File: src/verilog/cmb_pkg.sv
package cmb_pkg;
    localparam int NUM_BUFS = 3;
    localparam int NUM_BYTES = 8;
    // register indices; byte address is four times the index
    localparam logic [7:0] IDX_FLAGS = 8'h5a;
    localparam logic [7:0] IDX_ENABLES = 8'h5b;
    localparam logic [7:0] IDX_NODE = 8'h5c;
    localparam logic [7:0] IDX_PRESC = 8'h5d;
    localparam logic [7:0] IDX_SEGS = 8'h5e;
    localparam logic [7:0] IDX_PAGE = 8'h5f;
    localparam logic [7:0] IDX_WIN = 8'h60;
    localparam logic [7:0] IDX_ID_HIGH = 8'h60;
    localparam logic [7:0] IDX_ID_LOW = 8'h61;
    localparam logic [7:0] IDX_DATA0 = 8'h62;
    localparam logic [7:0] IDX_DATA_LAST = 8'h69;
    localparam logic [7:0] IDX_FILT_LAST = 8'h67;
    localparam logic [7:0] IDX_TX_FAULT = 8'h6e;
    localparam logic [7:0] IDX_BCTL = 8'h6f;
    localparam logic [2:0] PAGE_DIAG = 3'h0;
    localparam logic [2:0] PAGE_BUF1 = 3'h1;
    localparam logic [2:0] PAGE_BUF3 = 3'h3;
    localparam logic [2:0] PAGE_FILT = 3'h4;
    localparam int BCTL_ACC = 3;
    localparam int BCTL_RDY = 2;
    localparam int BCTL_BUSY = 1;
    localparam int BCTL_LOCK = 0;
    localparam int FLAG_TX = 4;
    localparam int FLAG_RX0 = 5;
    localparam int EN_ETX = 0;
    localparam logic [7:0] RST_ENABLES = 8'h00;
    localparam logic [7:0] RST_NODE = 8'h00;
    localparam logic [7:0] RST_PRESC = 8'h00;
    localparam logic [7:0] RST_SEGS = 8'h23;
    localparam logic [7:0] SEGS_MASK = 8'h7f;
    localparam logic [2:0] RST_PAGE = 3'h0;

    typedef struct packed {
        logic        valid;
        logic [10:0] id;
        logic        rtr;
        logic [3:0]  dlc;
    } cmb_rx_head_t;

    typedef struct packed {
        logic        valid;
        logic        ok;
        logic [63:0] data;
    } cmb_rx_done_t;

    typedef struct packed {
        logic       valid;
        logic [1:0] buf_sel;
    } cmb_tx_start_t;

    typedef struct packed {
        logic        valid;
        logic        ok;
    } cmb_tx_done_t;

    typedef struct packed {
        logic [10:0] id;
        logic        rtr;
        logic [3:0]  dlc;
        logic [63:0] data;
    } cmb_tx_frame_t;
endpackage
File: src/verilog/cmb_msg_buffers.sv
// Behaviour
// - identifier low holds id bits 2..0 in bits 7..5; high holds id 10..3.
// - remote bit is one for remote frames, zero for data frames.
// - four-bit length code counts data bytes; only 0 to 8 valid.
// - writing the last data byte of a held buffer raises a transmit request.
// - stored frame gets acceptance bit 0 for pair zero, 1 for pair one only.
// - acceptance bit clears when ready or receive pending flag clears.
// - ready sets on error-free store unheld, or while transmit pending held.
// - software clearing ready of unheld buffer also clears its receive pending flag.
// - held buffer ready cleared by hardware once transmit served or cancelled.
// - busy reads one while core fills or empties the buffer.
// - setting hold stops reception into the buffer, keeps contents.
// - clearing hold returns buffer to receive pool and cancels transmit.
// - successful transmit clears hold only in early-transmit mode.
// - hold writes ignored while buffer is busy.
// - 12-bit filter compared with identifier plus remote bit.
// - mask bit zero is don't-care, one requires equality.
// - filter and mask low registers use bits 7..4; bits 3..0 read zero.
// - paged window layout for buffer and filter pages.
// - three-bit page select picks diagnosis, buffers, filters; 5..7 reserved.
// - transmit flag raised at arbitration won in early mode, else at completion.
`timescale 1ns/1ps
`default_nettype none
module cmb_msg_buffers
    import cmb_pkg::*;
(
    input  wire logic          clock,
    input  wire logic          rst_n,
    input  wire logic          psel,
    input  wire logic          penable,
    input  wire logic          pwrite,
    input  wire logic [11:0]   paddr,
    input  wire logic [31:0]   pwdata,
    output logic      [31:0]   prdata,
    output logic               pready,
    output logic               pslverr,
    input  wire cmb_rx_head_t  rxHead,
    input  wire cmb_rx_done_t  rxDone,
    input  wire cmb_tx_start_t txStart,
    input  wire logic          txWon,
    input  wire cmb_tx_done_t  txDone,
    input  wire logic [7:0]    txFaultCount,
    input  wire logic [7:0]    rxFaultCount,
    output logic      [2:0]    txRequest,
    output cmb_tx_frame_t      txFrame
);
    logic [7:0]  idHigh   [NUM_BUFS];
    logic [7:0]  idLow    [NUM_BUFS];
    logic [7:0]  payload  [NUM_BUFS][NUM_BYTES];
    logic [2:0]  lock;
    logic [2:0]  rdy;
    logic [2:0]  acc;
    logic [2:0]  rxPend;
    logic        txFlag;
    logic [11:0] filt     [2];
    logic [11:0] mask     [2];
    logic [7:0]  lastIdHigh;
    logic [7:0]  lastIdLow;
    logic [7:0]  enables;
    logic [7:0]  nodeCtl;
    logic [7:0]  presc;
    logic [7:0]  segs;
    logic [2:0]  page;
    logic        rxActive;
    logic [1:0]  rxBuf;
    logic        rxAccBit;
    logic        txActive;
    logic [1:0]  txBuf;

    function automatic logic filterHit(input logic [11:0] f, input logic [11:0] m, input logic [11:0] key);
        return ((f ^ key) & m) == 12'h000;
    endfunction

    wire [7:0] idx      = paddr[9:2];
    wire       mapped   = paddr[1:0] == 2'h0 && paddr[11:10] == 2'h0 && idx >= IDX_FLAGS && idx <= IDX_BCTL;
    wire       setupPh  = psel & ~penable;
    wire       accessPh = psel & penable;
    wire       wrEn     = accessPh & pwrite & mapped;
    wire [7:0] wOff     = idx - IDX_WIN;
    wire       isBufPg  = page >= PAGE_BUF1 && page <= PAGE_BUF3;
    wire [1:0] pb       = 2'(page - PAGE_BUF1);
    wire       isFiltWin = page == PAGE_FILT && idx >= IDX_WIN && idx <= IDX_FILT_LAST;
    wire       fPair    = wOff[2];
    wire [1:0] fSub     = wOff[1:0];
    wire       early_transmit_irq      = enables[EN_ETX];

    assign pready  = 1'b1;
    assign pslverr = accessPh & ~mapped;

    // busy comes from the core's own transfer state
    wire [2:0] rxBusyVec = rxActive ? 3'(3'b001 << rxBuf) : 3'b000;
    wire [2:0] txBusyVec = txActive ? 3'(3'b001 << txBuf) : 3'b000;
    wire [2:0] busy      = rxBusyVec | txBusyVec;

    // acceptance filtering of the incoming header
    wire [11:0] rxKey  = {rxHead.id, rxHead.rtr};
    wire        hit0   = filterHit(filt[0], mask[0], rxKey);
    wire        hit1   = filterHit(filt[1], mask[1], rxKey);
    wire [2:0]  freeV  = ~lock & ~rdy & ~busy;
    wire        freeAny = |freeV;
    wire [1:0]  freeIdx = freeV[0] ? 2'd0 : (freeV[1] ? 2'd1 : 2'd2);
    wire        rxTake = rxHead.valid & ~rxActive & (hit0 | hit1) & freeAny;
    wire        rxStore = rxDone.valid & rxActive & rxDone.ok;
    wire        txOk    = txDone.valid & txActive & txDone.ok;
    wire        flagsWr = wrEn && idx == IDX_FLAGS;

    assign txRequest = lock & rdy;

    // read path
    logic [7:0] bufRd;
    logic [7:0] rdByte;
    always_comb begin
        bufRd = 8'h00;
        if (idx == IDX_ID_HIGH) begin
            bufRd = idHigh[pb];
        end else if (idx == IDX_ID_LOW) begin
            bufRd = idLow[pb];
        end else if (idx >= IDX_DATA0 && idx <= IDX_DATA_LAST) begin
            bufRd = payload[pb][3'(idx - IDX_DATA0)];
        end else if (idx == IDX_BCTL) begin
            bufRd = {4'h0, acc[pb], rdy[pb], busy[pb], lock[pb]};
        end
    end

    always_comb begin
        rdByte = 8'h00;
        unique case (idx)
            IDX_FLAGS:   rdByte = {rxPend[2], rxPend[1], rxPend[0], txFlag, 4'h0};
            IDX_ENABLES: rdByte = enables;
            IDX_NODE:    rdByte = nodeCtl;
            IDX_PRESC:   rdByte = presc;
            IDX_SEGS:    rdByte = segs;
            IDX_PAGE:    rdByte = {5'h00, page};
            default: begin
                if (isBufPg) begin
                    rdByte = bufRd;
                end else if (isFiltWin) begin
                    unique case (fSub)
                        2'd0: rdByte = filt[fPair][11:4];
                        2'd1: rdByte = {filt[fPair][3:0], 4'h0};
                        2'd2: rdByte = mask[fPair][11:4];
                        2'd3: rdByte = {mask[fPair][3:0], 4'h0};
                    endcase
                end else if (page == PAGE_DIAG) begin
                    if (idx == IDX_ID_HIGH) rdByte = lastIdHigh;
                    if (idx == IDX_ID_LOW) rdByte = lastIdLow;
                    if (idx == IDX_TX_FAULT) rdByte = txFaultCount;
                    if (idx == IDX_BCTL) rdByte = rxFaultCount;
                end
            end
        endcase
    end

    // read data is sampled in the setup phase so pready can stay high
    always_ff @(posedge clock or negedge rst_n) begin
        if (!rst_n) begin
            prdata <= 32'h0;
        end else if (setupPh) begin
            prdata <= {24'h0, mapped ? rdByte : 8'h00};
        end
    end

    // plain control registers and filters
    always_ff @(posedge clock or negedge rst_n) begin
        if (!rst_n) begin
            enables <= RST_ENABLES;
            nodeCtl <= RST_NODE;
            presc   <= RST_PRESC;
            segs    <= RST_SEGS;
            page    <= RST_PAGE;
            filt    <= '{default: 12'h000};
            mask    <= '{default: 12'h000};
        end else if (wrEn) begin
            if (idx == IDX_ENABLES) enables <= pwdata[7:0];
            if (idx == IDX_NODE) nodeCtl <= pwdata[7:0];
            if (idx == IDX_PRESC) presc <= pwdata[7:0];
            if (idx == IDX_SEGS) segs <= pwdata[7:0] & SEGS_MASK;
            if (idx == IDX_PAGE) page <= pwdata[2:0];
            if (isFiltWin) begin
                unique case (fSub)
                    2'd0: filt[fPair][11:4] <= pwdata[7:0];
                    2'd1: filt[fPair][3:0] <= pwdata[7:4];
                    2'd2: mask[fPair][11:4] <= pwdata[7:0];
                    2'd3: mask[fPair][3:0] <= pwdata[7:4];
                endcase
            end
        end
    end

    // core transfer tracking
    always_ff @(posedge clock or negedge rst_n) begin
        if (!rst_n) begin
            rxActive   <= 1'b0;
            rxBuf      <= 2'd0;
            rxAccBit   <= 1'b0;
            txActive   <= 1'b0;
            txBuf      <= 2'd0;
            txFrame    <= '0;
            lastIdHigh <= 8'h00;
            lastIdLow  <= 8'h00;
        end else begin
            if (wrEn && page == PAGE_DIAG && idx == IDX_ID_HIGH) lastIdHigh <= pwdata[7:0];
            if (wrEn && page == PAGE_DIAG && idx == IDX_ID_LOW) lastIdLow <= pwdata[7:0];
            if (rxHead.valid) begin
                lastIdHigh <= rxHead.id[10:3];
                lastIdLow  <= {rxHead.id[2:0], rxHead.rtr, rxHead.dlc};
            end
            if (rxTake) begin
                rxActive <= 1'b1;
                rxBuf    <= freeIdx;
                rxAccBit <= ~hit0;
            end else if (rxDone.valid) begin
                rxActive <= 1'b0;
            end
            if (txStart.valid) begin
                txActive <= 1'b1;
                txBuf    <= txStart.buf_sel;
                txFrame  <= {idHigh[txStart.buf_sel], idLow[txStart.buf_sel][7:4], idLow[txStart.buf_sel][3:0],
                             payload[txStart.buf_sel][0], payload[txStart.buf_sel][1],
                             payload[txStart.buf_sel][2], payload[txStart.buf_sel][3],
                             payload[txStart.buf_sel][4], payload[txStart.buf_sel][5],
                             payload[txStart.buf_sel][6], payload[txStart.buf_sel][7]};
            end else if (txDone.valid) begin
                txActive <= 1'b0;
            end
        end
    end

    // buffer contents; core store overrides a colliding software write
    always_ff @(posedge clock) begin
        for (int b = 0; b < NUM_BUFS; b++) begin
            if (wrEn && isBufPg && pb == 2'(b)) begin
                if (idx == IDX_ID_HIGH) idHigh[b] <= pwdata[7:0];
                if (idx == IDX_ID_LOW) idLow[b] <= pwdata[7:0];
                if (idx >= IDX_DATA0 && idx <= IDX_DATA_LAST) payload[b][3'(idx - IDX_DATA0)] <= pwdata[7:0];
            end
            if (rxTake && freeIdx == 2'(b)) begin
                idHigh[b] <= rxHead.id[10:3];
                idLow[b]  <= {rxHead.id[2:0], rxHead.rtr, rxHead.dlc};
            end
            if (rxStore && rxBuf == 2'(b)) begin
                for (int k = 0; k < NUM_BYTES; k++) begin
                    payload[b][k] <= rxDone.data[8*(7-k) +: 8];
                end
            end
        end
    end

    // buffer status flags; every hardware set is applied after the clears
    logic [2:0] ctlWr;
    logic [2:0] swRdyClr;
    logic [2:0] unlockWr;
    logic [2:0] lastByteWr;
    always_comb begin
        for (int b = 0; b < NUM_BUFS; b++) begin
            ctlWr[b]      = wrEn && isBufPg && pb == 2'(b) && idx == IDX_BCTL;
            swRdyClr[b]   = ctlWr[b] && !lock[b] && !pwdata[BCTL_RDY];
            unlockWr[b]   = ctlWr[b] && !busy[b] && lock[b] && !pwdata[BCTL_LOCK];
            lastByteWr[b] = wrEn && isBufPg && pb == 2'(b) && idx == IDX_DATA_LAST;
        end
    end

    always_ff @(posedge clock or negedge rst_n) begin
        if (!rst_n) begin
            lock   <= 3'b000;
            rdy    <= 3'b000;
            acc    <= 3'b000;
            rxPend <= 3'b000;
        end else begin
            for (int b = 0; b < NUM_BUFS; b++) begin
                if (ctlWr[b] && !busy[b]) lock[b] <= pwdata[BCTL_LOCK];
                if (txOk && txBuf == 2'(b) && early_transmit_irq) lock[b] <= 1'b0;
                if (swRdyClr[b] || unlockWr[b] || (txOk && txBuf == 2'(b))) begin
                    rdy[b] <= 1'b0;
                    acc[b] <= 1'b0;
                end
                if (swRdyClr[b] || (flagsWr && !pwdata[FLAG_RX0 + b])) begin
                    rxPend[b] <= 1'b0;
                    acc[b]    <= 1'b0;
                end
                if (lastByteWr[b] && lock[b]) rdy[b] <= 1'b1;
                if (rxStore && rxBuf == 2'(b)) begin
                    rdy[b]    <= 1'b1;
                    rxPend[b] <= 1'b1;
                    acc[b]    <= rxAccBit;
                end
            end
        end
    end

    always_ff @(posedge clock or negedge rst_n) begin
        if (!rst_n) begin
            txFlag <= 1'b0;
        end else if ((txWon && txActive && early_transmit_irq) || (txOk && !early_transmit_irq)) begin
            txFlag <= 1'b1;
        end else if (flagsWr && !pwdata[FLAG_TX]) begin
            txFlag <= 1'b0;
        end
    end
endmodule
`default_nettype wire

File: config.mk
export PLATFORM = sky130hd
export DESIGN_NAME = cmb_msg_buffers
export DESIGN_NICKNAME = d
export VERILOG_FILES = /design/src/verilog/cmb_pkg.sv /design/src/verilog/cmb_msg_buffers.sv
export SDC_FILE = /design/constraint.sdc
export NUM_CORES = 1
export LEC_CHECK = 0
export ABC_AREA = 1
export BUFFER_PORTS_ARGS = -buffer_cell sky130_fd_sc_hd__buf_2
export CAP_MARGIN = 20
export CELL_PAD_IN_SITES_DETAIL_PLACEMENT = 1
export CELL_PAD_IN_SITES_GLOBAL_PLACEMENT = 1
export CORE_MARGIN = 2
export CORE_UTILIZATION = 40
export CTS_CLUSTER_SIZE = 30
export DETAILED_ROUTE_END_ITERATION = 8
export PLACE_DENSITY_LB_ADDON = 0.2
export SLEW_MARGIN = 40
export SYNTH_ARGS = -nofsm -noshare
export SYNTH_HDL_FRONTEND = slang
export SYNTH_SLANG_ARGS = --single-unit
File: constraint.sdc
create_clock -name clock -period 2.69 [get_ports clock]
set_input_delay 0 -clock clock [delete_from_list [all_inputs] [get_ports clock]]
set_output_delay 0 -clock clock [all_outputs]
set_load 0.01 [all_outputs]
## Word-level counts from Yosys, hierarchy flattened

Memory sizes are Yosys's and may differ from the RTL's. A register that Yosys moved wholly into a read port is not among the register bits.
Index checks and enable logic that the tools add are counted.

| storage, ports and cells | value |
|---|---|
| logic and storage cells | 740 |
| bits in writable memories | 240 |
| bits in registers | 126 |
| memories kept | 3 |

Memories:

| memory | depth | width | read ports | clocked after memory_dff | wr ports | RTL line | source |
|---|---|---|---|---|---|---|---|
| payload | 3 | 64 | 2 | 1 | 3 | cmb_msg_buffers.sv:49 | `logic [7:0] payload [NUM_BUFS][NUM_BYTES];` |
| idHigh | 3 | 8 | 2 | 1 | 3 | cmb_msg_buffers.sv:47 | `logic [7:0] idHigh [NUM_BUFS];` |
| idLow | 3 | 8 | 2 | 1 | 3 | cmb_msg_buffers.sv:48 | `logic [7:0] idLow [NUM_BUFS];` |

| cells by class | value |
|---|---|
| reduce and logical (&&, ||, !) cells | 123 |
| bitwise operators | 228 |
| magnitude comparators | 13 |
| add/subtract/negate cells | 3 |
| mux-type cells | 315 |
| eq/ne operators | 23 |
| shift operators | 2 |

Operators by type and width:

| kind | number |
|---|---|
| 2-to-1 mux 1 bit | 259 |
| OR 1 bit | 199 |
| 2-to-1 mux 64 bit | 3 |
| 2-to-1 mux 8 bit | 24 |
| bitwise mux 24 bit | 4 |
| one-hot mux 24 bit (2 select lines) | 2 |
| == test 8 x 7 -> 1 bit (second input constant) | 11 |
| 2-to-1 mux 12 bit | 7 |
| logical AND 1 bit | 60 |
| one-hot mux 8 bit (6 select lines) | 1 |
| one-hot mux 8 bit (4 select lines) | 1 |
| nonzero test 2 bit | 13 |
| AND 12 bit | 2 |
| binary-select mux 8 bit (select 3 bit) | 1 |
| demux 12 bit (select 1 bit) | 2 |
| demux 8 bit (select 3 bit) | 1 |
| >= comparator 8 x 7 -> 1 bit (second input constant) | 3 |
| less-or-equal comparator 8 x 7 -> 1 bit (second input constant) | 3 |
| logical NOT 12 bit | 2 |
| bitwise XOR 12 bit | 2 |
| nonzero test 3 bit | 6 |
| logical NOT 1 bit | 16 |
| logical NOT 2 bit | 7 |
| AND 1 bit | 12 |
| 29 further kinds | 66 |

## Longest topological paths before layout

| logic depth | value |
|---|---|
| word-level depth | 16 |
| gate-level depth with buffers | 18 |

## Worst setup path before layout

No wires, ideal clock.

| path | value |
|---|---|
| kind | flip-flop to flip-flop |
| from | register page[0] |
| to | register prdata[7] |
| arrival time | 2.532 ns |
| slack | 0.093 ns |
| stages on the path, launching flop included | 17 |
| setup time | 0.065 ns |
| buffers on the path | 3 |
| data required time | 2.625 ns |
| clock period less this slack | 2.597 ns |
| cell sequence | dfrtp_1 -> clkinv_1 -> clkbuf_1 -> clkbuf_1 -> ha_1 -> clkinv_1 -> clkbuf_1 -> o21ai_0 -> nor3_1 -> nor2_1 -> nand2_1 -> nand3_1 -> nand3_1 -> nand3_1 -> nand2_1 -> nand2_1 -> nand2_1 |

| between the ends | value |
|---|---|
| word-level cells in the longest chain between the ends | 11 |
| elaborated cells on any way between the ends | 22 |
| classes of those cells | add/sub: 1; order compare: 2; eq/ne: 1; mux: 11; reduce/logical: 4; memory: 3 |

Ends and longest elaborated chain:

| what | RTL line | source |
|---|---|---|
| start: declaration | cmb_msg_buffers.sv:63 | `logic [2:0] page;` |
| start signal: assignment | cmb_msg_buffers.sv:178 | `if (idx == IDX_PAGE) page <= pwdata[2:0];` |
| subtractor 2 x 1 -> 2 bit | cmb_msg_buffers.sv:81 | `wire [1:0] pb = 2'(page - PAGE_BUF1);` |
| memory read (3 x 64 bit) | -- |  |
| binary-select mux 8 bit (select 3 bit) | cmb_msg_buffers.sv:119 | `bufRd = payload[pb][3'(idx - IDX_DATA0)];` |
| 2-to-1 mux 8 bit (not written as such) (2 in a row) | cmb_msg_buffers.sv:119 |  |
| 2-to-1 mux 8 bit | cmb_msg_buffers.sv:118 | `end else if (idx >= IDX_DATA0 && idx <= IDX_DATA_LAST) begin` |
| 2-to-1 mux 8 bit | cmb_msg_buffers.sv:116 | `end else if (idx == IDX_ID_LOW) begin` |
| 2-to-1 mux 8 bit | cmb_msg_buffers.sv:114 | `if (idx == IDX_ID_HIGH) begin` |
| 2-to-1 mux 8 bit * | cmb_msg_buffers.sv:135 | `if (isBufPg) begin` |
| one-hot mux 8 bit (6 select lines) * | cmb_msg_buffers.sv:127 | `unique case (idx)` |
| 2-to-1 mux 8 bit * | cmb_msg_buffers.sv:159 | `prdata <= {24'h0, mapped ? rdByte : 8'h00};` |
| end signal: assignment | cmb_msg_buffers.sv:159 |  |
| end: declaration | cmb_msg_buffers.sv:34 | `output logic [31:0] prdata,` |

Mark *: on every way between the ends. The rest lies on a longest branch, timed or not. The select of a mux whose other input is x is not followed.
A chain may end at the register's enable or synchronous reset.

## Worst setup path after layout

| path | value |
|---|---|
| from | register page[0] |
| to | register prdata[3] |

Same word-level chain as after synthesis.

==> out/metrics.csv <==
stage;metric;value;unit
global_routing;pin count of the biggest net entering global routing;129;
sta;Slew @ Worst Pin;0.8505;ns
placed_design;IO Port Bufs;221;
worst_setup_path;CP required;3.18;ns
global_routing;first-pass GRT wire length;153.3;mm
placed_design;GPL Wtd Cong;0.9905;
synthesis;Syn Area/Cell;8.382;sq um
route;antenna-violating nets left;0;
power;Max IR drop VDD;0.4601;mV
worst_setup_path;reg-to-reg critical path endpoint;prdata[3]$_DFFE_PN0P_;
synthesis;most frequent cell after synthesis;nand2_1;
worst_setup_path;reg-to-reg slack, setup;0.11;ns
worst_setup_path;Critical-path top delay cell;dfrtp_2;
die;core area;0.05781;sq mm
cts;clock root buffer;clkbuf_16;
worst_setup_path;worst-path maximum fanout;15;
die;I/O pin cnt;271;
sta;Setup TNS;0;ns
layout;layout filler cell count;6894;
placed_design;dpl hpwl;74.90;mm
worst_setup_path;CP peak stage delay;0.42;ns
die;Initial Util;40.57;%
global_routing;total grt overflow;0;
synthesis;cell taking the most area after synthesis;edfxtp_1;
layout;Synth-to-Final Area Change;23.01;%
route;First-pass DRT Iterations;5;
worst_setup_path;Worst Path Arrival;3.08;ns
sta;Max Slew Vio Count;0;
route;Residual DRC;0;
synthesis;ys flop type;edfxtp_1;
sta;final period utilization;96.02;%
power;Power Dens Cells;591.4;mW/mm^2
cts;clk buf depth;3;
synthesis;Yosys top cell area share;30.73;%
sta;minimum clock period;2.583;ns
worst_setup_path;worst setup path endpoint;prdata[3]$_DFFE_PN0P_;
worst_setup_path;crit path launch type;register;
synthesis;Yosys warnings;0;
cts;CTS clk-pin slew, worst paths;0.06;ns
worst_setup_path;worst r2r path cells;16;
cts;Sink Count;446;
synthesis;dominant cells by area after synthesis;edfxtp_1 (31%), dfrtp_1 (22%), o21ai_0 (11%);
sta;relative slew slack;43.30;%
worst_setup_path;CP Launch Point;page[0]$_DFFE_PN0P_;
synthesis;post-synthesis register bit count;446;
worst_setup_path;Buf/Inv on CP;2;
worst_setup_path;ordered cell list for the critical path;clkinv_1, ha_2, buf_8, or2_2, nand2_1, nand2_1, nand2_1, nor2_1, nand2_1, nand3_1, nand2_1, nand3_1, nand3_2, nand2_1, nand2_1, nand2_1;
global_routing;vias in the first global route;23500;
worst_setup_path;Top delay family on crit path;simple AND/OR/NAND/NOR gates;
worst_setup_path;Worst R2R Start;page[0]$_DFFE_PN0P_;
route;WL per Instance;26.49;um
synthesis;Post-Syn Area;0.02345;sq mm
die;die height;246.1;um
global_routing;initial antenna violation count;8;
die;full die area;0.06059;sq mm
layout;post-route cell area;0.02885;sq mm
route;vias per cell;5.861;
placed_design;Area after DPL;0.02595;sq mm
power;leakage;0.01295;uW
die;width of the die;246.1;um
hold_path;Hold Crit Class;in -> reg;
synthesis;Netlist cell types;54;
worst_setup_path;Worst Setup End Kind;register;
route;DR iter-0 viols;2681;
cts;H-Tree Depth;2;
flow_run;max_cap viols;0;
hold_path;Worst Hold Depth;8;
synthesis;post-synthesis async set-or-reset flop share;46.19;%
synthesis;register area share after synthesis;52.72;%
synthesis;Cells after Synth;2798;
synthesis;top cells by count, synth;nand2_1 (647), o21ai_0 (509), inv_1 (370);
worst_setup_path;Most common cell on crit path;nand2_1;
layout;share of layout cells above drive strength 1;15.75;%
worst_setup_path;kind of critical path;reg -> reg;
sta;Setup violations, final;0;
cts;clock latency at the later pin of the worst-skew pair;0.63;ns
cts;CTS tree;built;
worst_setup_path;CP Depth;16;
synthesis;Post-synth EDFFs;240;
route;Detailed Route WL;105.4;mm
sta;Fin Hold WS;0.005788;ns
outcome;status;complete, no violations;
sta;Hold Violations, Final;0;
sta;Max Clk Rate;387.2;MHz
route;via count;23320;
layout;fin nets;3333;
layout;# diodes;0;
cts;total CTS buffers;51;
sta;Layout Skew;0.03287;ns
global_routing;gr usage total;34.32;%
die;FP Rows;88;
-- layout by cell type, fill, tap and decap left out, types with 9 or more instances in the layout --
cell,instances
dlygate4sd3_1,105
buf_4,131
clkbuf_16,53
nor3_1,12
o221ai_1,65
o21ai_0,507
conb_1,25
buf_2,219
clkbuf_1,17
edfxtp_1,240
o211ai_1,50
inv_1,369
o21ai_1,24
inv_2,9
nand4_1,17
o21bai_1,12
nand3_1,150
a21oi_1,111
dfrtp_1,202
nor2_1,106
nand2_1,645
-- final cells by class --
type                            instances  area, sq um  area share [%]
Sequential cell                       446        12370           42.87
Multi-Input combinational cell       1817         8944           31.00
Timing Repair Buffer                  472         3416           11.84
Clock buffer                           76         1473           5.105
Inverter                              383         1439           4.987
Tap cell                              765        957.2           3.318
Clock inverter                         19        255.2          0.8847
-- tightest hold or removal path: cells and delay by family --
kind / cells / cell delay, ns
AOI/OAI and AO/OA: 3 / 0.28
buffers and inverters: 1 / 0.08
and+or+nand+nor: 4 / 0.24
-- timing repair --
item / in CTS / in global routing
pin swaps: 1 / 3
hold buffers: 106 / 0
gates resized for setup: 2 / 12
endpoints found under the setup margin: 10 / 104
gates cloned: 0 / 1
buffers inserted: 1 / 3
hold endpoints to repair: 473 / 0
-- through the flow --
| stage | instances | worst slack [ns] | util (%) | total power (uW) |
|---|---|---|---|---|
| final | 3978 | 0.1071 | 49.91 | 17060 |
| after CTS | 3974 | 0.02067 | 49.78 | 17020 |
| after floorplan | 2821 | 0.09293 | - | 8643 |
| after global placement | 3771 | 0.08775 | 44.84 | 9560 |
| after detailed placement | 3772 | 0.03550 | 44.89 | 9625 |
| after global routing | 3978 | -0.003019 | 49.91 | 17500 |
-- power breakdown --
part	switching [uW]	total (uW)	internal, uW
clock	3020	7380	4350
combinational	1390	2040	652
sequential	179	7650	7470
-- flip-flops by register name, summed over array words and instances (netlist names), 24 cells and up --
name,cells
txFrame,80
mask,24
filt,24
idHigh,24
idLow,24
payload,192
-- how the worst min path moves through the flow --
stage | start | to | slack (ns)
4_1_cts | rxFaultCount[7] | prdata[7]$_DFFE_PN0P_ | 0.001
6_report | rxFaultCount[7] | prdata[7]$_DFFE_PN0P_ | 0.006
2_1_floorplan | rst_n | acc[0]$_DFFE_PN0P_ | -0.30
3_3_place_gp | rst_n | rdy[2]$_DFFE_PN0P_ | 0.15
3_5_place_dp | rst_n | rdy[0]$_DFFE_PN0P_ | -0.01
5_1_grt | rxHead[4] | idLow[2][4]$_DFFE_PP_ | 0.02
-- per-layer routing --
metal | vias to the layer above | part of all wire (%) | track usage (%) | wire length [um]
met4 | 2 | 3.5 | 11.11 | 3727
met2 | 1202 | 46 | 54.90 | 48300
li1 | 10150 | - | - | -
met1 | 11730 | 41 | 47.38 | 43620
met5 | - | 0.012 | 0 | 13
met3 | 230 | 9.2 | 5.730 | 9736
-- kinds of logic after synthesis --
kind of cell / synth area share, %
simple gates: 17.68
xor+xnor: 0.03735
fa+ha+maj: 0.4268
compound gates: 19.06
mux: 0.3414
other cells: 0.03202
flops: 52.72
buf+inv: 9.693
No activity file was read; power rests on OpenSTA's default activity.
